`config.mk`:
```
export PLATFORM = sky130hd
export DESIGN_NAME = pci_power_mgmt_capability
export DESIGN_NICKNAME = d
export VERILOG_FILES = /design/src/hw/pm_cap_pkg.sv /design/src/hw/level_sync.sv /design/src/hw/pci_power_mgmt_capability.sv
export SDC_FILE = /design/constraint.sdc
export NUM_CORES = 1
export LEC_CHECK = 0
export BUFFER_PORTS_ARGS = -buffer_cell sky130_fd_sc_hd__clkbuf_2
export CAP_MARGIN = 30
export CORE_MARGIN = 3
export CORE_UTILIZATION = 41
export DETAILED_ROUTE_END_ITERATION = 8
export GPL_ROUTABILITY_DRIVEN = 0
export PLACE_DENSITY = 0.78
export SETUP_SLACK_MARGIN = 0.2
export SYNTH_ARGS = -nofsm -noshare
export SYNTH_HDL_FRONTEND = slang
export SYNTH_SLANG_ARGS = --single-unit
```
`constraint.sdc`:
```
create_clock -name ref_clk_i -period 1.4 [get_ports ref_clk_i]
set_input_delay 0.07 -clock ref_clk_i [delete_from_list [all_inputs] [get_ports ref_clk_i]]
set_output_delay 0.07 -clock ref_clk_i [all_outputs]
set_load 0.02 [all_outputs]
```
`src/hw/pm_cap_pkg.sv`:
```
// Constants for the power-management capability pair in configuration space.
// Assumes a 16-bit word access path addressed by byte offset, bit 0 ignored.
package pm_cap_pkg;

    // ------------------------------------------------------------------
    // Offsets
    // ------------------------------------------------------------------
    localparam logic [7:0] POWER_CAPABILITIES_OFS = 8'h46;
    localparam logic [7:0] POWER_CONTROL_STATUS_OFS = 8'h48;

    // ------------------------------------------------------------------
    // Capabilities word
    // ------------------------------------------------------------------
    localparam logic [15:0] CAP_FULL_DEFAULT = 16'hffc2;
    localparam logic [15:0] CAP_REDUCED_DEFAULT = 16'h7e02;
    localparam int CAP_COLD_WAKE_BIT = 15;
    localparam int CAP_HOT_WAKE_BIT = 14;
    localparam int CAP_STATE0_WAKE_BIT = 11;
    localparam int CAP_STATE2_SUP_BIT = 10;
    localparam int CAP_STATE1_SUP_BIT = 9;
    localparam int CAP_AUX_HI = 8;
    localparam int CAP_AUX_LO = 6;
    localparam int CAP_SPECIAL_INIT_BIT = 5;
    localparam int CAP_RESERVED_BIT = 4;
    localparam int CAP_WAKE_CLOCK_BIT = 3;
    localparam logic [2:0] PM_SPEC_VERSION = 3'h2;

    // ------------------------------------------------------------------
    // Control/status word
    // ------------------------------------------------------------------
    localparam int CSR_WAKE_FLAG_BIT = 15;
    localparam int CSR_SCALE_HI = 14;
    localparam int CSR_SCALE_LO = 13;
    localparam int CSR_SELECT_HI = 12;
    localparam int CSR_SELECT_LO = 9;
    localparam int CSR_WAKE_ENABLE_BIT = 8;
    localparam int CSR_LEVEL_HI = 1;
    localparam int CSR_LEVEL_LO = 0;
    localparam logic [3:0] SELECT_RESET = 4'h0;
    localparam logic [3:0] SELECT_LAST_VALID = 4'h7;
    localparam logic [1:0] SCALE_RESET = 2'h0;
    localparam logic [15:0] SCALE_TABLE_RESET = 16'h0000;

    // ------------------------------------------------------------------
    // Power levels and start-up
    // ------------------------------------------------------------------
    typedef enum logic [1:0] {
        LEVEL_D0 = 2'h0,
        LEVEL_D1 = 2'h1,
        LEVEL_D2 = 2'h2,
        LEVEL_D3 = 2'h3
    } power_level_e;

    // Cycles after power-up reset before the synchronised strap is trusted
    localparam logic [1:0] STRAP_SETTLE_CYCLES = 2'h2;

endpackage : pm_cap_pkg

```
`src/hw/level_sync.sv`:
```
// Two-stage synchroniser for a level arriving from outside the clock domain.
// Assumes the level is slow against the clock and glitches need no filtering.
`timescale 1ns/1ps

module level_sync (
    // Clock and reset
    input wire logic ref_clk_i,
    input wire logic reset_n_i,
    // Level
    input wire logic async_i,
    output logic sync_o
);

    logic first_reg;

    always_ff @(posedge ref_clk_i or negedge reset_n_i) begin
        if (!reset_n_i) begin
            first_reg <= 1'b0;
            sync_o <= 1'b0;
        end else begin
            first_reg <= async_i;
            sync_o <= first_reg;
        end
    end

endmodule : level_sync

```
`src/hw/pci_power_mgmt_capability.sv`:
```
// Power-management capability pair: capabilities word and control/status word.
// Assumes a configuration access path of one 16-bit word per strobe, byte lanes
// on be_i, a serial EEPROM loader on the same clock and a PCI reset pin.
//
// How it works
// Strap high at power-up reset release gives capabilities ffc2.
// Strap low at power-up reset release gives capabilities 7e02.
// EEPROM may override; strap low forces cold wake and aux current zero.
// Capability bits 14 to 11 always read one.
// Capability bits 10 and 9 always read one.
// Bits 8:6 report aux current, from strap and EEPROM.
// Capability bits 5, 4 and 3 always read zero.
// Capability bits 2:0 return fixed version 010.
// Internal hot-to-D0 reset leaves the control/status word untouched.
// With cold wake capable, PCI reset keeps wake flag and enable.
// Without cold wake, PCI reset clears flag, selector, enable and level; bits 14:13 show entry 0 scale.
// Wake flag sets on every wake event, enable or not, except during PCI reset without cold wake, where the clear wins.
// Writing one clears the flag and drops wake request unless a wake event comes in the same cycle; zero does nothing.
// Bits 14:13 show the scale of the selected data entry.
// Bits 12:9 are a read-only data selector, entries 0 to 7.
// Bit 8 enables wake; while clear no wake request is driven.
// Control/status bits 7:2 always read zero.
// Bits 1:0 are the writable power level, 00 D0 to 11 D3.
// Writes to read-only fields are ignored without side effects.
`timescale 1ns/1ps

module pci_power_mgmt_capability (
    // Clock and power-up reset
    input wire logic ref_clk_i,
    input wire logic reset_n_i,
    // Reset pins and internal resets
    input wire logic pci_reset_n_i,
    input wire logic hot_to_d0_reset_i,
    // Auxiliary supply strap pin
    input wire logic aux_present_i,
    // EEPROM loader
    input wire logic eeprom_load_i,
    input wire logic [15:0] eeprom_cap_i,
    input wire logic [15:0] eeprom_scale_i,
    // Configuration access
    input wire logic [7:0] cfg_addr_i,
    input wire logic cfg_rd_i,
    input wire logic cfg_wr_i,
    input wire logic [1:0] cfg_be_i,
    input wire logic [15:0] cfg_wdata_i,
    output logic [15:0] cfg_rdata_o,
    output logic cfg_rvalid_o,
    // Power and wake
    input wire logic wake_event_i,
    output logic wake_req_o,
    output pm_cap_pkg::power_level_e device_power_level_o,
    output logic wake_from_cold_off_cap_o
);

    import pm_cap_pkg::*;

    // ------------------------------------------------------------------
    // State
    // ------------------------------------------------------------------
    typedef struct packed {
        logic [1:0] settle_cnt;
        logic strap_taken;
        logic aux_strap;
        logic wake_from_cold_off_cap;
        logic [2:0] aux_current_need;
        logic [15:0] scale_table;
        logic [3:0] data_select;
        logic wake_event_flag;
        logic wake_assert_enable;
        power_level_e device_power_level;
        logic pci_reset_seen;
        logic [15:0] rdata;
        logic rvalid;
        logic wake_req;
    } state_s;

    localparam state_s STATE_RESET = '{
        settle_cnt: 2'h0,
        strap_taken: 1'b0,
        aux_strap: 1'b0,
        wake_from_cold_off_cap: CAP_REDUCED_DEFAULT[CAP_COLD_WAKE_BIT],
        aux_current_need: CAP_REDUCED_DEFAULT[CAP_AUX_HI:CAP_AUX_LO],
        scale_table: SCALE_TABLE_RESET,
        data_select: SELECT_RESET,
        wake_event_flag: 1'b0,
        wake_assert_enable: 1'b0,
        device_power_level: LEVEL_D0,
        pci_reset_seen: 1'b0,
        rdata: 16'h0000,
        rvalid: 1'b0,
        wake_req: 1'b0
    };

    state_s state_reg;
    state_s state_next;

    // ------------------------------------------------------------------
    // Pin synchronisers
    // ------------------------------------------------------------------
    logic aux_sync;
    logic pci_reset_n_sync;

    level_sync aux_sync_inst (
        .ref_clk_i(ref_clk_i),
        .reset_n_i(reset_n_i),
        .async_i(aux_present_i),
        .sync_o(aux_sync)
    );

    level_sync pci_reset_sync_inst (
        .ref_clk_i(ref_clk_i),
        .reset_n_i(reset_n_i),
        .async_i(pci_reset_n_i),
        .sync_o(pci_reset_n_sync)
    );

    // ------------------------------------------------------------------
    // Decoding helpers
    // ------------------------------------------------------------------
    function automatic logic hits(input logic [7:0] addr, input logic [7:0] ofs);
        hits = (addr[7:1] == ofs[7:1]);
    endfunction : hits

    function automatic logic [1:0] scale_of(input logic [15:0] table_in,
                                            input logic [3:0] sel);
        logic [2:0] idx;
        idx = sel[2:0];
        if (sel > SELECT_LAST_VALID) begin
            scale_of = SCALE_RESET;
        end else begin
            scale_of = table_in[{idx, 1'b0} +: 2];
        end
    endfunction : scale_of

    // ------------------------------------------------------------------
    // Word images
    // ------------------------------------------------------------------
    logic [15:0] cap_word;
    logic [15:0] csr_word;

    always_comb begin
        cap_word = 16'h0000;
        cap_word[CAP_COLD_WAKE_BIT] = state_reg.wake_from_cold_off_cap;
        cap_word[CAP_HOT_WAKE_BIT:CAP_STATE0_WAKE_BIT] = 4'hf;
        cap_word[CAP_STATE2_SUP_BIT] = 1'b1;
        cap_word[CAP_STATE1_SUP_BIT] = 1'b1;
        cap_word[CAP_AUX_HI:CAP_AUX_LO] = state_reg.aux_current_need;
        cap_word[CAP_SPECIAL_INIT_BIT] = 1'b0;
        cap_word[CAP_RESERVED_BIT] = 1'b0;
        cap_word[CAP_WAKE_CLOCK_BIT] = 1'b0;
        cap_word[2:0] = PM_SPEC_VERSION;
    end

    always_comb begin
        csr_word = 16'h0000;
        csr_word[CSR_WAKE_FLAG_BIT] = state_reg.wake_event_flag;
        csr_word[CSR_SCALE_HI:CSR_SCALE_LO] =
            scale_of(state_reg.scale_table, state_reg.data_select);
        csr_word[CSR_SELECT_HI:CSR_SELECT_LO] = state_reg.data_select;
        csr_word[CSR_WAKE_ENABLE_BIT] = state_reg.wake_assert_enable;
        csr_word[CSR_LEVEL_HI:CSR_LEVEL_LO] = state_reg.device_power_level;
    end

    // ------------------------------------------------------------------
    // Next state
    // ------------------------------------------------------------------
    logic wr_cap;
    logic wr_csr;
    logic rd_cap;
    logic rd_csr;
    logic flag_clear;
    logic flag_set;
    logic pci_reset_edge;

    always_comb begin
        state_next = state_reg;

        wr_cap = cfg_wr_i && hits(cfg_addr_i, POWER_CAPABILITIES_OFS);
        wr_csr = cfg_wr_i && hits(cfg_addr_i, POWER_CONTROL_STATUS_OFS);
        rd_cap = cfg_rd_i && hits(cfg_addr_i, POWER_CAPABILITIES_OFS);
        rd_csr = cfg_rd_i && hits(cfg_addr_i, POWER_CONTROL_STATUS_OFS);
        flag_clear = wr_csr && cfg_be_i[1] && cfg_wdata_i[CSR_WAKE_FLAG_BIT];
        flag_set = wake_event_i;
        pci_reset_edge = !pci_reset_n_sync && !state_reg.pci_reset_seen;

        // Strap capture once the synchroniser holds the pin's real level
        if (!state_reg.strap_taken) begin
            if (state_reg.settle_cnt == STRAP_SETTLE_CYCLES) begin
                state_next.strap_taken = 1'b1;
                state_next.aux_strap = aux_sync;
                if (aux_sync) begin
                    state_next.wake_from_cold_off_cap =
                        CAP_FULL_DEFAULT[CAP_COLD_WAKE_BIT];
                    state_next.aux_current_need =
                        CAP_FULL_DEFAULT[CAP_AUX_HI:CAP_AUX_LO];
                end else begin
                    state_next.wake_from_cold_off_cap =
                        CAP_REDUCED_DEFAULT[CAP_COLD_WAKE_BIT];
                    state_next.aux_current_need =
                        CAP_REDUCED_DEFAULT[CAP_AUX_HI:CAP_AUX_LO];
                end
            end else begin
                state_next.settle_cnt = state_reg.settle_cnt + 2'h1;
            end
        end

        // EEPROM override of the programmable capability fields
        if (eeprom_load_i && state_reg.strap_taken) begin
            state_next.scale_table = eeprom_scale_i;
            if (state_reg.aux_strap) begin
                state_next.wake_from_cold_off_cap =
                    eeprom_cap_i[CAP_COLD_WAKE_BIT];
                state_next.aux_current_need =
                    eeprom_cap_i[CAP_AUX_HI:CAP_AUX_LO];
            end else begin
                state_next.wake_from_cold_off_cap = 1'b0;
                state_next.aux_current_need = 3'h0;
            end
        end

        // Writes to the capabilities word are dropped: it is read-only
        if (wr_cap) begin
            state_next.wake_from_cold_off_cap = state_next.wake_from_cold_off_cap;
        end

        // Control/status writes; selector and scale are read-only
        if (wr_csr) begin
            if (cfg_be_i[1]) begin
                state_next.wake_assert_enable =
                    cfg_wdata_i[CSR_WAKE_ENABLE_BIT];
            end
            if (cfg_be_i[0]) begin
                state_next.device_power_level =
                    power_level_e'(cfg_wdata_i[CSR_LEVEL_HI:CSR_LEVEL_LO]);
            end
        end

        // Wake flag: an event in the clearing cycle keeps the flag set
        if (flag_set) begin
            state_next.wake_event_flag = 1'b1;
        end else if (flag_clear) begin
            state_next.wake_event_flag = 1'b0;
        end

        // PCI reset acts on every cycle of its assertion and holds the word cleared
        // Select and level always return to reset values;
        // flag and enable survive when cold wake is advertised
        state_next.pci_reset_seen = !pci_reset_n_sync;
        if (!pci_reset_n_sync) begin
            state_next.data_select = SELECT_RESET;
            state_next.device_power_level = LEVEL_D0;
            if (!state_reg.wake_from_cold_off_cap) begin
                state_next.wake_event_flag = 1'b0;
                state_next.wake_assert_enable = 1'b0;
            end else if (pci_reset_edge) begin
                state_next.wake_event_flag = state_next.wake_event_flag;
                state_next.wake_assert_enable = state_reg.wake_assert_enable;
            end
        end

        // The hot-to-D0 internal reset has no path into this word
        if (hot_to_d0_reset_i) begin
            state_next.device_power_level = state_next.device_power_level;
        end

        // Wake request needs flag and enable; clears with the flag
        state_next.wake_req = state_next.wake_event_flag
                              && state_next.wake_assert_enable;

        // Read path: one cycle after the strobe
        // Unmapped offsets read as zero; data holds until the next read
        state_next.rvalid = cfg_rd_i;
        if (rd_cap) begin
            state_next.rdata = cap_word;
        end else if (rd_csr) begin
            state_next.rdata = csr_word;
        end else if (cfg_rd_i) begin
            state_next.rdata = 16'h0000;
        end
    end

    // ------------------------------------------------------------------
    // State register
    // ------------------------------------------------------------------
    always_ff @(posedge ref_clk_i or negedge reset_n_i) begin
        if (!reset_n_i) begin
            state_reg <= STATE_RESET;
        end else begin
            state_reg <= state_next;
        end
    end

    // ------------------------------------------------------------------
    // Outputs
    // ------------------------------------------------------------------
    assign cfg_rdata_o = state_reg.rdata;
    assign cfg_rvalid_o = state_reg.rvalid;
    assign wake_req_o = state_reg.wake_req;
    assign device_power_level_o = state_reg.device_power_level;
    assign wake_from_cold_off_cap_o = state_reg.wake_from_cold_off_cap;

endmodule : pci_power_mgmt_capability

```
==> results.json, run 1 <==
{
  "netSwitchingFraction_pct": 25.2,
  "rsz0062_at_grt": "true",
  "synth_cell_types": 30,
  "ys_seq_elements": 30,
  "cp-start-kind": "flip-flop",
  "largest_reg_flops": 9,
  "setup_ws_ps": 157,
  "setup_viol": 0,
  "intPower_uw": 1230,
  "hold_viol": 0,
  "hold_class": "in -> reg",
  "grt_overflow": 0,
  "dieArea_um2": 4010,
  "drtPass1Iterations": 4,
  "p_comb_share_pct": 11.1,
  "met2_length_mm": 1.43,
  "synth.yosys.seq_area_share_pct": 55.7,
  "core_area_um2": 3100,
  "synth_area_um2": 1350,
  "syn_area_per_cell_um2": 10.8,
  "ios": 88,
  "max_slew_margin_pct": 53.1,
  "p_switching_uw": 412,
  "cts.clk_slew.worst_paths_ps": 90,
  "routed_wl_mm": 2.71,
  "cp.required_ps": 1630,
  "synth_top_area_share_pct": 55.7,
  "max_freq_ghz": 0.805,
  "portBuffers": 43,
  "fin_skew_ps": 11.9,
  "dpl_worst_slack_ps": 105,
  "hpwlAfterDp_mm": 1.86,
  "worstMarginPinSlew_ps": 704,
  "cts_tree": "yes",
  "wire_per_inst_um": 12.5,
  "p_clk_share_pct": 32.9,
  "first_global_vias": 1055,
  "timing.max_cap.violations": 0,
  "report.final.slew_viol_count": 0,
  "drt_first_iter_violations": 18,
  "critPathArrivalTime_ps": 1470,
  "synth_top_area_cell": "dfrtp_1",
  "irDropWorstVdd_mv": 0.653,
  "numCtsBuffers": 5,
  "p_per_area_nw_per_um2": 943,
  "clkLatencyLatePin_ps": 330,
  "crit_fanout": 4,
  "fin_area_um2": 1740,
  "yosys-top-cells-area": "dfrtp_1 56%, buf_4 11%, inv_1 3.1%",
  "vias_per_cell": 4.70,
  "antenna_cells": 0,
  "antenna_found_initial": 0,
  "area_growth_syn_to_layout_pct": 29.0,
  "wl_met3_um": 180,
  "chipHeight_um": 63.3,
  "die_x_um": 63.3,
  "rows": 20,
  "start_util_pct": 43.4,
  "cts_sinks": 30,
  "ys_warn_count": 0,
  "p_seq_share_pct": 55.9,
  "m1WireLength_mm": 1.04,
  "drive_above_1_share_pct": 40.5,
  "vias": 1020,
  "grt_pass1_wl_mm": 4.46,
  "drc": 0,
  "dpl_cell_area_um2": 1490,
  "setup_tns_ps": 0,
  "cts_root_buffer": "clkbuf_4",
  "critPathCaptureType": "flip-flop",
  "grt_max_degree": 31,
  "antenna_left": 0,
  "highest_layer": "met4",
  "leakage_uw": 0.000891,
  "worstSetupPathType": "reg -> reg",
  "grt_usage_pct": 14.4,
  "syn-instance-count": 125,
  "cts_max_path_buffers": 2,
  "layout_common_cells": "43 x clkbuf_2, 30 x dfrtp_1, 13 x dlygate4sd3_1",
  "p_total_uw": 1640,
  "htreeDepth": 2,
  "status": "finished, final reports clean",
  "fillers": 293,
  "layout_commonest_cell": "clkbuf_2",
  "finalCritPeriodShare_pct": 88.8,
  "nets": 240,
  "fin_crit_ps": 1240
}
## cells by family (layout without fill, tap and decap cells)
logic type      Yosys count  in the layout  synth area share (%)
simple gates             32             32                  13.1
other cells               1              4                 0.278
mux                       5              5                  3.90
buf+inv                  32             77                  14.2
flops                    30             30                  55.7
fa+ha+maj                 1              1                 0.928
compound gates           23             23                  11.2
xor+xnor                  1              1                 0.650
## power by group through the flow
stage	logic (uW)	registers (uW)	clock network [uW]
floorplan	76.8	932	0
global placement	140	931	0
detailed placement	144	933	0
CTS	171	916	546
global route	203	922	601
finish	182	917	540
## cells in the mapped netlist
| cell type | n |
|---|---|
| and3_1 | 2 |
| and3b_1 | 1 |
| o21ai_1 | 3 |
| mux2_2 | 2 |
| nand3_1 | 4 |
| conb_1 | 1 |
| buf_4 | 19 |
| or2_2 | 1 |
| a21boi_1 | 1 |
| o21ai_0 | 4 |
| nor2_1 | 7 |
| a31oi_1 | 3 |
| o22ai_1 | 1 |
| o211a_1 | 1 |
| nor3b_2 | 1 |
| inv_1 | 11 |
| clkbuf_1 | 2 |
| nor4b_4 | 1 |
| a21oi_1 | 2 |
| and2_2 | 1 |
| ha_1 | 1 |
| xnor2_1 | 1 |
| nor3_1 | 1 |
| nand2_1 | 11 |
| dfrtp_1 | 30 |
| nor2b_1 | 1 |
| o21ai_2 | 3 |
| a22oi_1 | 5 |
| nand4_1 | 1 |
| mux2i_1 | 3 |
## repair_timing
item | CTS | global route
hold buffers | 12 | 1
gates resized for setup | 3 | 9
pin swaps | 4 | 7
endpoints found under the setup margin | 5 | 7
buffers inserted | 0 | 1
gates cloned | 0 | 0
endpoints found under the hold margin | 41 | 1
## per-stage QoR
step / hold WS (ps) / utilization [%] / cells
final: 54.4 / 56.0 / 217
after global placement: 143 / 47.9 / 195
after global routing: 65.6 / 56.0 / 217
after CTS: 3.94 / 54.1 / 215
after floorplan: -226 / - / 128
after detailed placement: 158 / 47.9 / 195
## cell type report
| type | instances | area, um^2 | area share [%] |
|---|---|---|---|
| clock inverter | 1 | 5.00 | 0.288 |
| clock buffer | 7 | 55.1 | 3.17 |
| inverter | 11 | 41.3 | 2.38 |
| multi-input combinational | 66 | 470 | 27.1 |
| timing repair buffer | 58 | 360 | 20.7 |
| tap | 44 | 55.1 | 3.17 |
| sequential | 30 | 751 | 43.2 |
## metal layers
| layer | global-route usage (%) | up-vias |
|---|---|---|
| met1 | 16.1 | 487 |
| met4 | 7.28 | 0 |
| met5 | 0 | - |
| met3 | 5.53 | 7 |
| li1 | - | 489 |
| met2 | 23.9 | 37 |
## critical path: stages, from the launching register on
cell	delay, ps
dfrtp_1	410
inv_2	80
ha_4	120
nor2b_4	180
a21oi_4	70
a22oi_2	200
nand2_1	70
## path summary, 6_finish.rpt
| check | start | end | depth (start not counted) | slack [ps] |
|---|---|---|---|---|
| worst min register to register | pci_reset_sync_inst.first_reg | pci_reset_sync_inst.sync_o | 0 | 360 |
| min in group asynchronous | reset_n_i | state_reg[50] | 2 | 300 |
| max in group asynchronous | reset_n_i | wake_from_cold_off_cap_o | 2 | 640 |
| worst min-delay path | cfg_addr_i[5] | cfg_rdata_o[8] | 4 | 50 |
| worst max register to register | state_reg[49] | cap_word[6] | 6 | 160 |
| worst max-delay path | state_reg[49] | cap_word[6] | 6 | 160 |
Note: power is estimated with default switching activity, not from simulation.
==> run 2, diff against run 1 <==
CORE_UTILIZATION = 35   (was 41)
PLACE_DENSITY = 0.69   (was 0.78)
==> run 2 against run 1 <==
Die area grew 15%. Worst setup slack gained 9.1 ps. Largest cell class unchanged. Total power grew 8.7%.
==> results.json, run 2 (same netlist as run 1, synthesis figures left out) <==
{
  "status": "finished, final reports clean",
  "p_total_uw": 1780,
  "grt_overflow": 0,
  "grt_usage_pct": 12.8,
  "cts_root_buffer": "clkbuf_8",
  "clkLatencyLatePin_ps": 280,
  "grt_pass1_wl_mm": 4.30,
  "critPathCaptureType": "flip-flop",
  "leakage_uw": 0.000858,
  "chipHeight_um": 68.1,
  "critPathArrivalTime_ps": 1400,
  "cts_max_path_buffers": 2,
  "drc": 0,
  "timing.max_cap.violations": 0,
  "finalCritPeriodShare_pct": 88.1,
  "portBuffers": 43,
  "p_comb_share_pct": 8.6,
  "crit_fanout": 4,
  "core_area_um2": 3520,
  "largest_reg_flops": 9,
  "nets": 231,
  "fin_skew_ps": 3.36,
  "drtPass1Iterations": 4,
  "p_per_area_nw_per_um2": 1070,
  "dpl_worst_slack_ps": 65.7,
  "cp-start-kind": "flip-flop",
  "start_util_pct": 38.3,
  "ios": 88,
  "worstSetupPathType": "reg -> reg",
  "hold_class": "in -> reg",
  "setup_viol": 0,
  "path_cells": "inv_1 > ha_2 > nor2b_4 > a21oi_4 > a22oi_1 > nand2_1",
  "p_clk_share_pct": 39.9,
  "area_growth_syn_to_layout_pct": 23.2,
  "max_slew_margin_pct": 52.6,
  "fin_crit_ps": 1230,
  "htreeDepth": 2,
  "crit_slowest_cell": "dfrtp_1",
  "drive_above_1_share_pct": 41.5,
  "layout_commonest_cell": "clkbuf_2",
  "grt_max_degree": 31,
  "max_stage_delay_ps": 380,
  "netSwitchingFraction_pct": 23.7,
  "dieArea_um2": 4630,
  "routed_wl_mm": 2.57,
  "first_global_vias": 974,
  "antenna_found_initial": 0,
  "rows": 21,
  "intPower_uw": 1360,
  "report.final.slew_viol_count": 0,
  "vias_per_cell": 4.66,
  "layout_common_cells": "43 x clkbuf_2, 30 x dfrtp_1, 11 x inv_1, 11 x nand2_1, 7 x nor2_1",
  "irDropWorstVdd_mv": 0.713,
  "cts_tree": "yes",
  "setup_ws_ps": 166,
  "worstMarginPinSlew_ps": 711,
  "die_x_um": 68.1,
  "vias": 979,
  "cts_sinks": 30,
  "p_seq_share_pct": 51.5,
  "rsz0062_at_grt": "true",
  "hold_viol": 0,
  "fin_util_pct": 47.2,
  "p_switching_uw": 422,
  "max_freq_ghz": 0.811,
  "hpwlAfterDp_mm": 1.91,
  "antenna_left": 0,
  "antenna_cells": 0,
  "dpl_cell_area_um2": 1490,
  "fin_area_um2": 1660,
  "wire_per_inst_um": 12.2,
  "cp.required_ps": 1570,
  "setup_tns_ps": 0,
  "numCtsBuffers": 5,
  "cts.clk_slew.worst_paths_ps": 60,
  "drt_first_iter_violations": 34
}
[run 2: cell count changes in the layout (fill, tap and decap cells not counted), moves of 3 or more]
cell           before  now
a22oi_1             1    4
a22oi_2             4    1
clkbuf_4            5    0
clkbuf_8            1    6
dlygate4sd3_1      13    3
[run 2: what timing repair did]
action,4_1_cts,5_1_grt
pin swaps,4,2
endpoints found under the setup margin,4,8
hold endpoints to repair,32,0
gates resized for setup,4,4
setup buffers,1,1
hold buffers,3,0
[run 2: stage by stage]
step | hold WS, ps | cells
2_1_floorplan | -226 | 128
3_3_place_gp | 147 | 197
3_5_place_dp | 158 | 197
4_1_cts | 6.51 | 209
5_1_grt | 15.6 | 210
6_report | 14.2 | 210
[run 2: cell type report]
| cell class | instances | area (um^2) |
|---|---|---|
| Fill cell | 353 | 1860 |
| Sequential cell | 30 | 751 |
| Multi-Input combinational cell | 66 | 452 |
| Timing Repair Buffer | 49 | 268 |
| Clock buffer | 7 | 86.3 |
| Tap cell | 46 | 57.6 |
| Inverter | 11 | 41.3 |
| Clock inverter | 1 | 5.00 |
[run 2: layer usage]
metal	track usage (%)	up-vias	wire length, um
met5	0	-	0
met4	6.95	0	51
met3	5.09	6	199
met2	20.0	39	1190
met1	15.0	463	1130
li1	-	471	-
[run 2: power groups by stage]
stage	logic (uW)	registers [uW]	clock network (uW)
6_report	154	917	712
5_1_grt	173	921	777
4_1_cts	152	917	730
3_5_place_dp	145	933	0
3_3_place_gp	141	932	0
2_1_floorplan	76.8	932	0
[run 2: critical path: cells and delay by family, from the launching register on]
kind,cells,cell delay (ps)
AOI/OAI and AO/OA,2,240
DFF,1,380
buffers and inverters,1,70
adders and majority gates,1,180
and+or+nand+nor,2,250
[run 2: path summary, 6_finish.rpt]
path	end	cells after the start	start	slack, ps
max in group asynchronous	cfg_rvalid_o	2	reset_n_i	570
setup reg to reg	cap_word[6]	6	state_reg[49]	170
hold / removal	cap_word[6]	3	eeprom_cap_i[6]	10
hold reg to reg	pci_reset_sync_inst.sync_o	0	pci_reset_sync_inst.first_reg	350
setup / recovery	cap_word[6]	6	state_reg[49]	170
min in group asynchronous	state_reg[48]	2	reset_n_i	370
